===== config.mk =====
export PLATFORM = sky130hd
export DESIGN_NAME = ecsf_status
export DESIGN_NICKNAME = d
export VERILOG_FILES = /design/src/hw/ecsf_status.v
export VERILOG_INCLUDE_DIRS = /design/src /design/src/include
export SDC_FILE = /design/constraint.sdc
export NUM_CORES = 1
export LEC_CHECK = 0
export ABC_AREA = 1
export ABC_CLOCK_PERIOD_IN_PS = 84200
export BUFFER_PORTS_ARGS = -buffer_cell sky130_fd_sc_hd__buf_2
export CAP_MARGIN = 25
export CORE_AREA = 2 2 244 246
export CTS_CLUSTER_SIZE = 10
export DETAILED_ROUTE_END_ITERATION = 10
export DIE_AREA = 0 0 246 248
export MAX_ROUTING_LAYER = met4
export PLACE_DENSITY = 0.73
export SLEW_MARGIN = 30
export SYNTH_ARGS = -nofsm -noshare
export SYNTH_HDL_FRONTEND = slang
export SYNTH_SLANG_ARGS = --single-unit

===== constraint.sdc =====
create_clock -name clk -period 84.2 [get_ports clk]
set_input_delay 16.84 -clock clk [delete_from_list [all_inputs] [get_ports clk]]
set_output_delay 16.84 -clock clk [all_outputs]
set_load 0.01 [all_outputs]

===== src/include/ecsf_defines.vh =====
// Register layout and field constants for the exception state status fields
`ifndef ECSF_DEFINES_VH
`define ECSF_DEFINES_VH

`define ECSF_ADDR_W            4
`define ECSF_OFF_ICS           4'h0
`define ECSF_OFF_IRQ_STATUS    4'h1
`define ECSF_OFF_IRQ_MASK      4'h2

`define ECSF_BIT_TIMER_SET     26
`define ECSF_BIT_TIMER_CLR     25
`define ECSF_BIT_TIMER_NS      24
`define ECSF_BIT_DBG_PREEMPT   23
`define ECSF_BIT_IRQ_PEND      22
`define ECSF_PV_HI             20
`define ECSF_PV_LO             12
`define ECSF_BIT_RET_BASE      11
`define ECSF_AV_HI             8
`define ECSF_AV_LO             0
`define ECSF_BIT_SWITCH_CLR    27

`define ECSF_NUM_EXC           48
`define ECSF_EXC_W             9
`define ECSF_PRIO_W            8
`define ECSF_FIRST_IRQ         16
`define ECSF_EXC_SWITCH        14
`define ECSF_EXC_TIMER         15
`define ECSF_EXC_NMI           2

// Interrupt status bits
`define ECSF_EV_TIMER_PEND     0
`define ECSF_EV_SWITCH_CLR     1
`define ECSF_EV_W              2
`define ECSF_STATUS_RESET      2'h0
`define ECSF_MASK_RESET        2'h0

`endif


===== src/hw/ecsf_status.v =====
// Interrupt control and state status fields of the exception controller
//
// Decided for this implementation: the register offsets and the address-and-strobe port.
`default_nettype none
`include "ecsf_defines.vh"

module ecsf_status (
    input  wire                                   clk,
    input  wire                                   reset,
    input  wire [`ECSF_ADDR_W-1:0]                addr,
    input  wire [31:0]                            wdata,
    input  wire                                   wr_en,
    input  wire                                   rd_en,
    output reg  [31:0]                            rdata,
    input  wire [`ECSF_NUM_EXC-1:0]               pend_in,
    input  wire [`ECSF_NUM_EXC-1:0]               enable_in,
    input  wire [`ECSF_NUM_EXC-1:0]               active_in,
    input  wire [`ECSF_NUM_EXC*`ECSF_PRIO_W-1:0]  prio_in,
    input  wire [`ECSF_PRIO_W-1:0]                base_priority_mask,
    input  wire                                   fault_mask_a,
    input  wire [`ECSF_PRIO_W-1:0]                exec_prio,
    input  wire [`ECSF_EXC_W-1:0]                 interrupt_program_status,
    input  wire                                   timer_event,
    output wire                                   timer_pending,
    output wire                                   switch_clear_pulse,
    output wire                                   irq
);

    reg  [`ECSF_EV_W-1:0] status_reg;
    reg  [`ECSF_EV_W-1:0] mask_reg;
    reg                   timer_pend_reg;
    reg  [`ECSF_EV_W-1:0] ev;
    reg  [`ECSF_EXC_W-1:0]  best_num;
    reg  [`ECSF_PRIO_W-1:0] best_prio;
    reg                   best_vld;
    reg                   irq_any;
    reg  [6:0]            act_cnt;
    reg  [`ECSF_PRIO_W-1:0] p;
    reg                   elig;
    integer               i;
    wire                  ics_wr;
    wire [`ECSF_EXC_W-1:0] pending_vector;
    wire [`ECSF_EXC_W-1:0] active_vector;
    wire                  return_to_base;
    wire                  debug_exit_preempt;
    reg  [31:0]           ics_read;

    assign ics_wr = wr_en && (addr == `ECSF_OFF_ICS);
    assign switch_clear_pulse = ics_wr && wdata[`ECSF_BIT_SWITCH_CLR];
    assign timer_pending = timer_pend_reg;

    // Set from software or the timer wins over a same-cycle clear
    always @(posedge clk) begin
        if (reset) begin
            timer_pend_reg <= 1'b0;
        end else if (timer_event || (ics_wr && wdata[`ECSF_BIT_TIMER_SET])) begin
            timer_pend_reg <= 1'b1;
        end else if (ics_wr && wdata[`ECSF_BIT_TIMER_CLR]) begin
            timer_pend_reg <= 1'b0;
        end
    end

    // Highest priority pending enabled exception; lowest number breaks ties
    always @* begin
        best_num  = {`ECSF_EXC_W{1'b0}};
        best_prio = {`ECSF_PRIO_W{1'b1}};
        best_vld  = 1'b0;
        irq_any   = 1'b0;
        act_cnt   = 7'h0;
        p         = {`ECSF_PRIO_W{1'b0}};
        elig      = 1'b0;
        for (i = 1; i < `ECSF_NUM_EXC; i = i + 1) begin
            p = prio_in[i*`ECSF_PRIO_W +: `ECSF_PRIO_W];
            if (active_in[i]) begin
                act_cnt = act_cnt + 7'h1;
            end
            if (i >= `ECSF_FIRST_IRQ && pend_in[i] && enable_in[i]) begin
                irq_any = 1'b1;
            end
            // NMI bypasses both masks; others obey base_priority_mask and fault_mask_a
            elig = pend_in[i] && enable_in[i] &&
                   ((i == `ECSF_EXC_NMI) ||
                    (!fault_mask_a &&
                     (base_priority_mask == {`ECSF_PRIO_W{1'b0}} ||
                      p < base_priority_mask)));
            if (elig && (!best_vld || p < best_prio)) begin
                best_vld  = 1'b1;
                best_num  = i[`ECSF_EXC_W-1:0];
                best_prio = p;
            end
        end
    end

    assign pending_vector = best_vld ? best_num : {`ECSF_EXC_W{1'b0}};
    assign active_vector = interrupt_program_status;
    assign return_to_base = (act_cnt <= 7'h1);
    // Taken on debug exit only if it would preempt current execution
    assign debug_exit_preempt = best_vld && (best_prio < exec_prio);

    always @* begin
        ics_read = 32'h0;
        ics_read[`ECSF_BIT_TIMER_SET]   = timer_pend_reg;
        ics_read[`ECSF_BIT_DBG_PREEMPT] = debug_exit_preempt;
        ics_read[`ECSF_BIT_IRQ_PEND]    = irq_any;
        ics_read[`ECSF_PV_HI:`ECSF_PV_LO] = pending_vector;
        ics_read[`ECSF_BIT_RET_BASE]    = return_to_base;
        ics_read[`ECSF_AV_HI:`ECSF_AV_LO] = active_vector;
        // Clear bits read zero, which is a legal unknown value
    end

    always @* begin
        ev = {`ECSF_EV_W{1'b0}};
        ev[`ECSF_EV_TIMER_PEND] = timer_event && !timer_pend_reg;
        ev[`ECSF_EV_SWITCH_CLR] = switch_clear_pulse;
    end

    always @(posedge clk) begin
        if (reset) begin
            status_reg <= `ECSF_STATUS_RESET;
            mask_reg   <= `ECSF_MASK_RESET;
        end else begin
            if (wr_en && addr == `ECSF_OFF_IRQ_STATUS) begin
                status_reg <= (status_reg & ~wdata[`ECSF_EV_W-1:0]) | ev;
            end else begin
                status_reg <= status_reg | ev;
            end
            if (wr_en && addr == `ECSF_OFF_IRQ_MASK) begin
                mask_reg <= wdata[`ECSF_EV_W-1:0];
            end
        end
    end

    assign irq = |(status_reg & mask_reg);

    always @(posedge clk) begin
        if (reset) begin
            rdata <= 32'h0;
        end else if (rd_en) begin
            case (addr)
                `ECSF_OFF_ICS:        rdata <= ics_read;
                `ECSF_OFF_IRQ_STATUS: rdata <= {{(32-`ECSF_EV_W){1'b0}}, status_reg};
                `ECSF_OFF_IRQ_MASK:   rdata <= {{(32-`ECSF_EV_W){1'b0}}, mask_reg};
                default:              rdata <= 32'h0;
            endcase
        end else begin
            rdata <= 32'h0;
        end
    end

endmodule
`default_nettype wire


; After elaboration in Yosys (flattened, before gate mapping)
; Cells that the tools add are included.
[op_classes]
add_sub_neg = 46
multipliers = 0
div = 0
magnitude_cmp = 94
n_eq_ne = 2
n_shift = 0
muxes = 225
n_bitwise = 6
n_reduce_logical = 339
[op_table]
columns = op, n
row1 = $lt 8x8->1, 93
row2 = $mux 8, 47
row3 = $add 7x1->7 const B, 46
row4 = $mux 7, 46
row5 = $mux 9, 29
row6 = $logic_and 1x1->1, 193
row7 = $logic_or 1x1->1, 93
row8 = $mux 1, 83
row9 = $pmux 27 s3, 1
row10 = $logic_not 1->1, 48
row11 = $mux 4, 8
row12 = $mux 5, 4
row13 = $mux 3, 4
row14 = $logic_not 8->1, 1
row15 = $le 7x1->1 const B, 1
row16 = $mux 2, 3
row17 = $and 2x2->2, 2
row18 = $eq 4x1->1 const B, 1
row19 = $eq 4x2->1 const B, 1
row20 = $logic_not 4->1, 1
row21 = $or 2x2->2, 2
row22 = $reduce_or 2->1, 2
row23 = $not 2->2, 1
row24 = $reduce_bool 2->1, 1
row25 = $not 1->1, 1
[word_totals]
register_bits = 37
latchBits = 0
ramBits = 0
rom_bits = 0
inputBits = 595
output_inout_bits = 35
n_memories = 0

; Longest topological paths before layout
; Gate-level depths: netlist of the first run.
[logic_depth]
ltp_word = 192
depth_mapped = 576
depth_no_buf = 533

; Worst setup path after synthesis of the first run
; OpenSTA, ideal clock, no wires.
[synth_timing]
kind = input to register
from = input base_priority_mask[5]
to = register rdata[23]
setup_time_ns = 0.121
t_arrival_ns = 75.887
t_required_ns = 84.079
setup_slack_ns = 8.191
path_stages = 456
n_path_buf = 44
cell_sequence = inv_1 ha_1 a21oi_1 nor2_1 nor3_1 nand2_2 nand2_4 nand2_1 nor2_1 ha_1 a21oi_1 nor2_1 a211oi_2 nand2_2 nand2_4 nand2_4 buf_4 o21ai_0 (+420 left out) nand2_4 buf_6 nand2_1 o21ai_0 ha_1 a21oi_1 nor2_1 a211oi_1 nand2_1 nand2_2 nand2_2 buf_6 nor2_1 a21oi_2 ha_1 nand2_1 o211ai_1 a21oi_2
[synth_between]
elab_chain_cells = 192
word_cells_on_any_way = 466
[synth_rtl]
columns = element, line
row1 = from (decl), ecsf_status.v:19  ; input wire [`ECSF_PRIO_W-1:0] base_priority_mask,
row2 = $lt 8x8->1 or $logic_not 8->1 (tied branches), "ecsf_status.v:85, ecsf_status.v:84"
row3 = $logic_or 1x1->1, ecsf_status.v:84  ; (base_priority_mask == {`ECSF_PRIO_W{1'b0}} ||
row4 = $logic_and 1x1->1, ecsf_status.v:83  ; (!fault_mask_a &&
row5 = $logic_and 1x1->1, ecsf_status.v:81  ; elig = pend_in[i] && enable_in[i] &&
row6 = $mux 8 or $mux 1 (tied branches), ecsf_status.v:86  ; if (elig && (!best_vld || p < best_prio)) begin
row7 = $lt 8x8->1 or $logic_not 1->1 (tied branches), ecsf_status.v:86
row8 = $logic_or 1x1->1, ecsf_status.v:86
row9 = $logic_and 1x1->1, ecsf_status.v:86
row10 = (+176 left out), --
row11 = $mux 8 or $mux 1 (tied branches), ecsf_status.v:86
row12 = $lt 8x8->1 or $logic_not 1->1 (tied branches), ecsf_status.v:86
row13 = $logic_or 1x1->1, ecsf_status.v:86
row14 = $logic_and 1x1->1, ecsf_status.v:86
row15 = $mux 8, ecsf_status.v:86
row16 = $lt 8x8->1, ecsf_status.v:98  ; assign debug_exit_preempt = best_vld && (best_prio < exec_prio);
row17 = $logic_and 1x1->1 (*), ecsf_status.v:98
row18 = $pmux 27 s3 (*), ecsf_status.v:139  ; case (addr)
row19 = to (signal assigned), ecsf_status.v:140  ; `ECSF_OFF_ICS: rdata <= ics_read;
row20 = to (signal assigned), ecsf_status.v:141  ; `ECSF_OFF_IRQ_STATUS: rdata <= {{(32-`ECSF_EV_W){1'b0}}, status_reg};
row21 = to (signal assigned), ecsf_status.v:142  ; `ECSF_OFF_IRQ_MASK: rdata <= {{(32-`ECSF_EV_W){1'b0}}, mask_reg};
row22 = to (decl), ecsf_status.v:14  ; output reg [31:0] rdata,
; Mark *: on every way between the ends. The rest lies on a longest branch, timed or not.
; A chain may end at the register's enable or synchronous reset.

; Worst setup path in the final report of the first run
[layout_timing]
from = input base_priority_mask[7]
to = register rdata[23]
; Same word-level chain as after synthesis.

==> out/results.tsv, run 1 <==
metric	value	unit
status	completed	
Final Hold Fails	0	
Synth area leaders	ha_1 27%, nand2_1 20%, inv_1 7.7%	
Cell Area, Placed	0.03157	mm²
fin crit share	0.9243	
ANT nets after route	0	
share of layout cells above drive strength 1	0.1763	
Synth Instances	4808	
CTS clk-pin slew, worst paths	0.08	ns
Power, Total	742.4	µW
commonest cells in the netlist	1484 x nand2_1, 611 x ha_1, 581 x inv_1	
core box area	0.05846	mm²
Initial Util	0.4837	
max-cap violation count	0	
vias in the first global route	30390	
Slew headroom	0.4146	
EDFF count, synth	0	
io pins	630	
Setup Viol. Count Final	0	
routed length per instance	16.06	µm
GRT Residual Overflow	0	
Skew-Pair Late Insertion Delay	0.27	ns
top-count cell post-synth	nand2_1	
Worst Clk Skew	0.002974	ns
Worst path most repeated cell	nand2_1	
FF+latch count, synth	24	
crit-path leading delay family	simple AND/OR/NAND/NOR gates	
Net Sw Power	446.8	µW
clk buf depth	2	
ys async rst share	0	
fin. max-slew vios	0	
startpoint types	input port	
TritonCTS clock tree	built	
Critical Path AT	78.00	ns
buffers added on ports	578	
FF-to-FF setup slack	83.53	ns
Seq pwr share	0.016	
antenna violations before repair	66	
routed vias/inst	5.322	
Placed Instances	6116	
area grow syn2layout	13.65	%
leakage	18.61	nW
final std cells w/o fill	6202	
Nets	6560	
Largest register FFs	19	
area leader, netlist	ha_1	
Final HPWL DP	83.40	mm
VDD IR max	0.03982	mV
Hold Worst Slack	0.4866	ns
clock root buffer	clkbuf_16	
synthesized area	0.02828	mm²
row cnt	89	
critical path class	in2reg	
vias post-DR	33010	
Clock power frac	0.020	
drt drc	0	
drt first pass iters	5	
die area	0.06101	mm²
Pwr Density	23.10	mW/mm²
CP Max Fanout	21	
Worst Path Buf+Inv	21	
worst stage delay on the critical path	0.38	ns
worst min path class	reg2reg	
Worst-Margin Slew	0.8729	ns
Chip Width	246	µm
Slowest-stage cell, CP	o21ai_0	
Logic pwr share	0.964	
First DRT Iteration DRCs	1635	
Required @ worst endpoint	84.37	ns
Max H-tree Level	1	
Main synth FF type	dfxtp_1	
critical path capture point type	flop	
die height	248	µm
final WL	99.59	mm
CTS buffer count	3	
count of cell types in the netlist	60	
sequential-to-total area share from yosys stat	0.01699	
Avg Cell Area, Syn	5.882	µm²
Internal	295.6	µW
pin count of the biggest net entering global routing	31	
Ys Warns	0	
f_max	12.85	MHz
Fillers	6270	
final instance area	0.03214	mm²
GRT Total Usage	0.3239	
Sw Ratio	0.6019	
post-route minimum period	77.83	ns
GP Congestion	0.9503	
wire length of the first global-routing pass	154.3	mm
Synth top area share	0.2703	
CTS Sinks	24	
## layout by cell type (no fill, tap or decap), types with 11 or more instances in the layout
cell type / count
a211oi_1: 69
a21boi_0: 18
a21o_1: 20
a21oi_1: 232
buf_2: 578
buf_4: 18
conb_1: 13
dfxtp_1: 24
diode_2: 76
ha_1: 611
inv_1: 574
inv_2: 44
nand2_1: 1483
nand2_2: 118
nand2_4: 60
nand3_1: 346
nand3b_1: 11
nand4_1: 110
nor2_1: 302
nor3_1: 30
nor3b_1: 17
o211ai_1: 54
o21ai_0: 208
o21ai_1: 88
o21ai_2: 35
o21bai_1: 32
o221ai_1: 20
or2_2: 42
or3_1: 33
xnor2_1: 52
xor2_1: 31
## metal layers
metal / GRT usage / part of all wire
met2: 0.5507 / 0.47
met3: 0.05936 / 0.072
met1: 0.3726 / 0.41
met5: - / 0
met4: 0.1376 / 0.045
## worst register-to-register path: stages, from the launching register on
cell and delay (ns):
dfxtp_1 0.36, nand2_1 0.07, nand3_1 0.10, nand2_1 0.05, inv_1 0.05
## final timing paths
kind,end,from,cells after the start
max,rdata[23],base_priority_mask[7],424
min,mask_reg[1],mask_reg[1],2
max reg2reg,rdata[1],mask_reg[1],4
min reg2reg,mask_reg[1],mask_reg[1],2
## final cells by class
cell class | instances | area, µm² | share of cell area
multi-input combinational | 4098 | 24920 | 0.7755
timing repair buffer | 600 | 3089 | 0.09613
clock buffer | 3 | 75.07 | 0.002336
sequential | 24 | 480.5 | 0.01495
clock inverter | 1 | 30.03 | 0.0009344
antenna | 76 | 190.2 | 0.005918
inverter | 627 | 2382 | 0.07413
tap | 773 | 967.2 | 0.03010
## logic make-up after synthesis
logic type / synth area share
AND/OR/NAND/NOR: 0.4060
buffers and inverters: 0.1107
AO/OA/AOI/OAI: 0.1702
adder cells (fa/ha/maj): 0.2703
XOR/XNOR: 0.02571
other: 0.0001326
flip-flops: 0.01699
## power groups by stage
stage | registers (mW) | logic, mW | clock network, mW
2_1_floorplan | 0.0119 | 0.573 | 0
3_3_place_gp | 0.0119 | 0.688 | 0
3_5_place_dp | 0.0119 | 0.704 | 0
4_1_cts | 0.0117 | 0.707 | 0.0151
5_1_grt | 0.0117 | 0.835 | 0.0155
6_report | 0.0117 | 0.716 | 0.0148
## metrics by stage
| stage | worst slack, ns | TNS (ns) | utilization |
|---|---|---|---|
| 6_report | 6.375 | 0 | 0.5497 |
| 5_1_grt | -0.07172 | -0.07172 | 0.5491 |
| 4_1_cts | 1.947 | 0 | 0.5417 |
| 3_5_place_dp | 1.861 | 0 | 0.5399 |
| 3_3_place_gp | 2.338 | 0 | 0.5398 |
| 2_1_floorplan | 8.191 | 0 | - |
## repair_timing
| action | 4_1_cts | 5_1_grt |
|---|---|---|
| hold buffers | 0 | 0 |
| setup endpoints to repair | 0 | 7 |
| buffers inserted | 0 | 5 |
| hold endpoints to repair | 0 | 0 |
| gates resized for setup | 0 | 172 |
Power figures use the tool's default switching activity.
==> inputs of run 2 (changes only) <==
--- a/config.mk
+++ b/config.mk
@@ -8,7 +8,7 @@
 export LEC_CHECK = 0
 export ABC_AREA = 1
 export ABC_CLOCK_PERIOD_IN_PS = 84200
-export BUFFER_PORTS_ARGS = -buffer_cell sky130_fd_sc_hd__buf_2
+export BUFFER_PORTS_ARGS = -buffer_cell sky130_fd_sc_hd__clkbuf_2
 export CAP_MARGIN = 25
 export CORE_AREA = 2 2 244 246
 export CTS_CLUSTER_SIZE = 10
==> run 2 against run 1 <==
Compared with the run above:
- global-route usage down 0.47 points
- non-clock buffer count shrank 3
- setup slack improved by 0.047 ns
- clock power barely moved
- critical path type unchanged
==> out/results.tsv, run 2 (synthesized netlist as in run 1, its figures left out) <==
metric	value	unit	change
pin count of the biggest net entering global routing	36		+16%
area grow syn2layout	13.33	%	
share of layout cells above drive strength 1	0.1757		-0.0006488
post-cts hold buffer count	0		unchanged
buffers added on ports	578		unchanged
io pins	630		unchanged
final instance area	0.03205	mm²	-0.28%
First DRT Iteration DRCs	1426		-13%
setup_tns	0	ns	unchanged
most common cell after layout, fill and taps aside	nand2_1		
gr busiest metal	met2		
CTS Sinks	24		unchanged
Final HPWL DP	83.01	mm	-0.46%
Worst path most repeated cell	nand2_1		
worst stage delay on the critical path	0.33	ns	-0.05 ns
startpoint types	input port		
Slew headroom	0.3706		-0.04397
routed length per instance	15.85	µm	-1.3%
drt first pass iters	5		unchanged
Pwr Density	23.11	mW/mm²	about the same
post-route minimum period	77.78	ns	-0.04744 ns
Max H-tree Level	1		unchanged
GP Congestion	0.9545		+0.44%
Slowest-stage cell, CP	o21ai_1		
Final Hold Fails	0		unchanged
Fillers	6119		-2.4%
Setup Viol. Count Final	0		unchanged
vias in the first global route	30510		+0.40%
Required @ worst endpoint	84.37	ns	about the same
die area	0.06101	mm²	unchanged
Clock power frac	0.020		about the same
ANT nets after route	0		unchanged
Worst-Margin Slew	0.9384	ns	+0.06556 ns
Internal	295.6	µW	about the same
Sw Ratio	0.6009		-0.0009510
Nets	6557		-0.046%
met3 track demand over resource	0.05450		-0.004866
CP Max Fanout	28		+33%
clock root buffer	clkbuf_16		
max-cap violation count	0		unchanged
TritonCTS clock tree	built		
wire length of the first global-routing pass	152.6	mm	-1.1%
critical path class	in2reg		
GRT Residual Overflow	0		unchanged
clk buf depth	2		unchanged
die height	248	µm	unchanged
Largest register FFs	19		unchanged
core box area	0.05846	mm²	unchanged
Worst Clk Skew	0.001966	ns	-0.001009 ns
f_max	12.86	MHz	about the same
Seq pwr share	0.016		about the same
drt drc	0		unchanged
Power, Total	740.8	µW	-0.22%
Critical Path AT	77.95	ns	-0.05 ns
VDD IR max	0.03621	mV	-9.1%
Net Sw Power	445.1	µW	-0.38%
CTS buffer count	3		unchanged
worst min path class	reg2reg		
row cnt	89		unchanged
critical path capture point type	flop		
final WL	97.84	mm	-1.8%
fin crit share	0.9237		about the same
fin. max-slew vios	0		unchanged
CTS clk-pin slew, worst paths	0.08	ns	about the same
Initial Util	0.4837		unchanged
commonest non-fill, non-tap cells in the layout	1483 x nand2_1, 611 x ha_1, 578 x clkbuf_2		
GRT met2 Usage	0.5480		-0.002726
vias post-DR	32800		-0.64%
status	completed		
met1 global-route usage	0.3683		-0.004204
leakage	18.70	nW	+0.49%
routed vias/inst	5.313		-0.17%
Logic pwr share	0.964		about the same
GRT Total Usage	0.3193		-0.004669
antenna violations before repair	46		-30%
Cell Area, Placed	0.03157	mm²	unchanged
Skew-Pair Late Insertion Delay	0.27	ns	about the same
Chip Width	246	µm	unchanged
## run 2: power by group through the flow
stage / combinational (mW) / sequential, mW / clock, mW
2_1_floorplan: 0.573 / 0.0119 / 0
3_3_place_gp: 0.687 / 0.0119 / 0
3_5_place_dp: 0.703 / 0.0119 / 0
4_1_cts: 0.706 / 0.0117 / 0.0150
5_1_grt: 0.834 / 0.0117 / 0.0153
6_report: 0.714 / 0.0117 / 0.0147
## run 2: path summary, 6_finish.rpt
check	from	end	slack (ns)	depth (start not counted)
setup / recovery	base_priority_mask[4]	rdata[23]	6.42	427
setup reg to reg	status_reg[0]	rdata[0]	83.54	4
hold / removal	timer_pending	rdata[26]	0.48	2
hold reg to reg	timer_pending	rdata[26]	0.48	2
## run 2: final cells by class
| type | count | area, µm² | area share |
|---|---|---|---|
| multi-input cells | 4098 | 24930 | 0.7778 |
| repair buffers | 597 | 3062 | 0.09553 |
| inverters | 627 | 2382 | 0.07433 |
| well taps | 773 | 967.2 | 0.03018 |
| flip-flops and latches | 24 | 480.5 | 0.01499 |
| diodes | 50 | 125.1 | 0.003904 |
| clock buffers | 3 | 75.07 | 0.002342 |
| clock inverters | 1 | 30.03 | 0.0009370 |
## run 2: per-layer routing
| layer | share of wire | wire [µm] |
|---|---|---|
| met1 | 0.42 | 41140 |
| met2 | 0.47 | 45710 |
| met3 | 0.070 | 6817 |
| met4 | 0.043 | 4174 |
| met5 | 0 | 0 |
## run 2: timing repair
item | in CTS | in global routing
buffers inserted | 0 | 2
resized for setup | 0 | 167
setup endpoints to repair | 0 | 7
hold endpoints to repair | 0 | 0
## run 2: worst max-delay path, delay by kind of cell
| family | cells | cell delay (ns) |
|---|---|---|
| AO/OA/AOI/OAI | 128 | 21.85 |
| AND/OR/NAND/NOR | 231 | 23.86 |
| adder cells (fa/ha/maj) | 48 | 13.28 |
| buffers and inverters | 20 | 1.86 |
## run 2: through the flow
step / cells / hold slack [ns] / setup WS [ns] / utilization
floorplan: 4820 / 0.4458 / 8.191 / -
global placement: 6116 / 0.4614 / 2.163 / 0.5398
detailed placement: 6116 / 0.4722 / 1.838 / 0.5399
CTS: 6120 / 0.4812 / 1.895 / 0.5417
global route: 6169 / 0.4997 / -0.06617 / 0.5480
finish: 6173 / 0.4809 / 6.422 / 0.5482
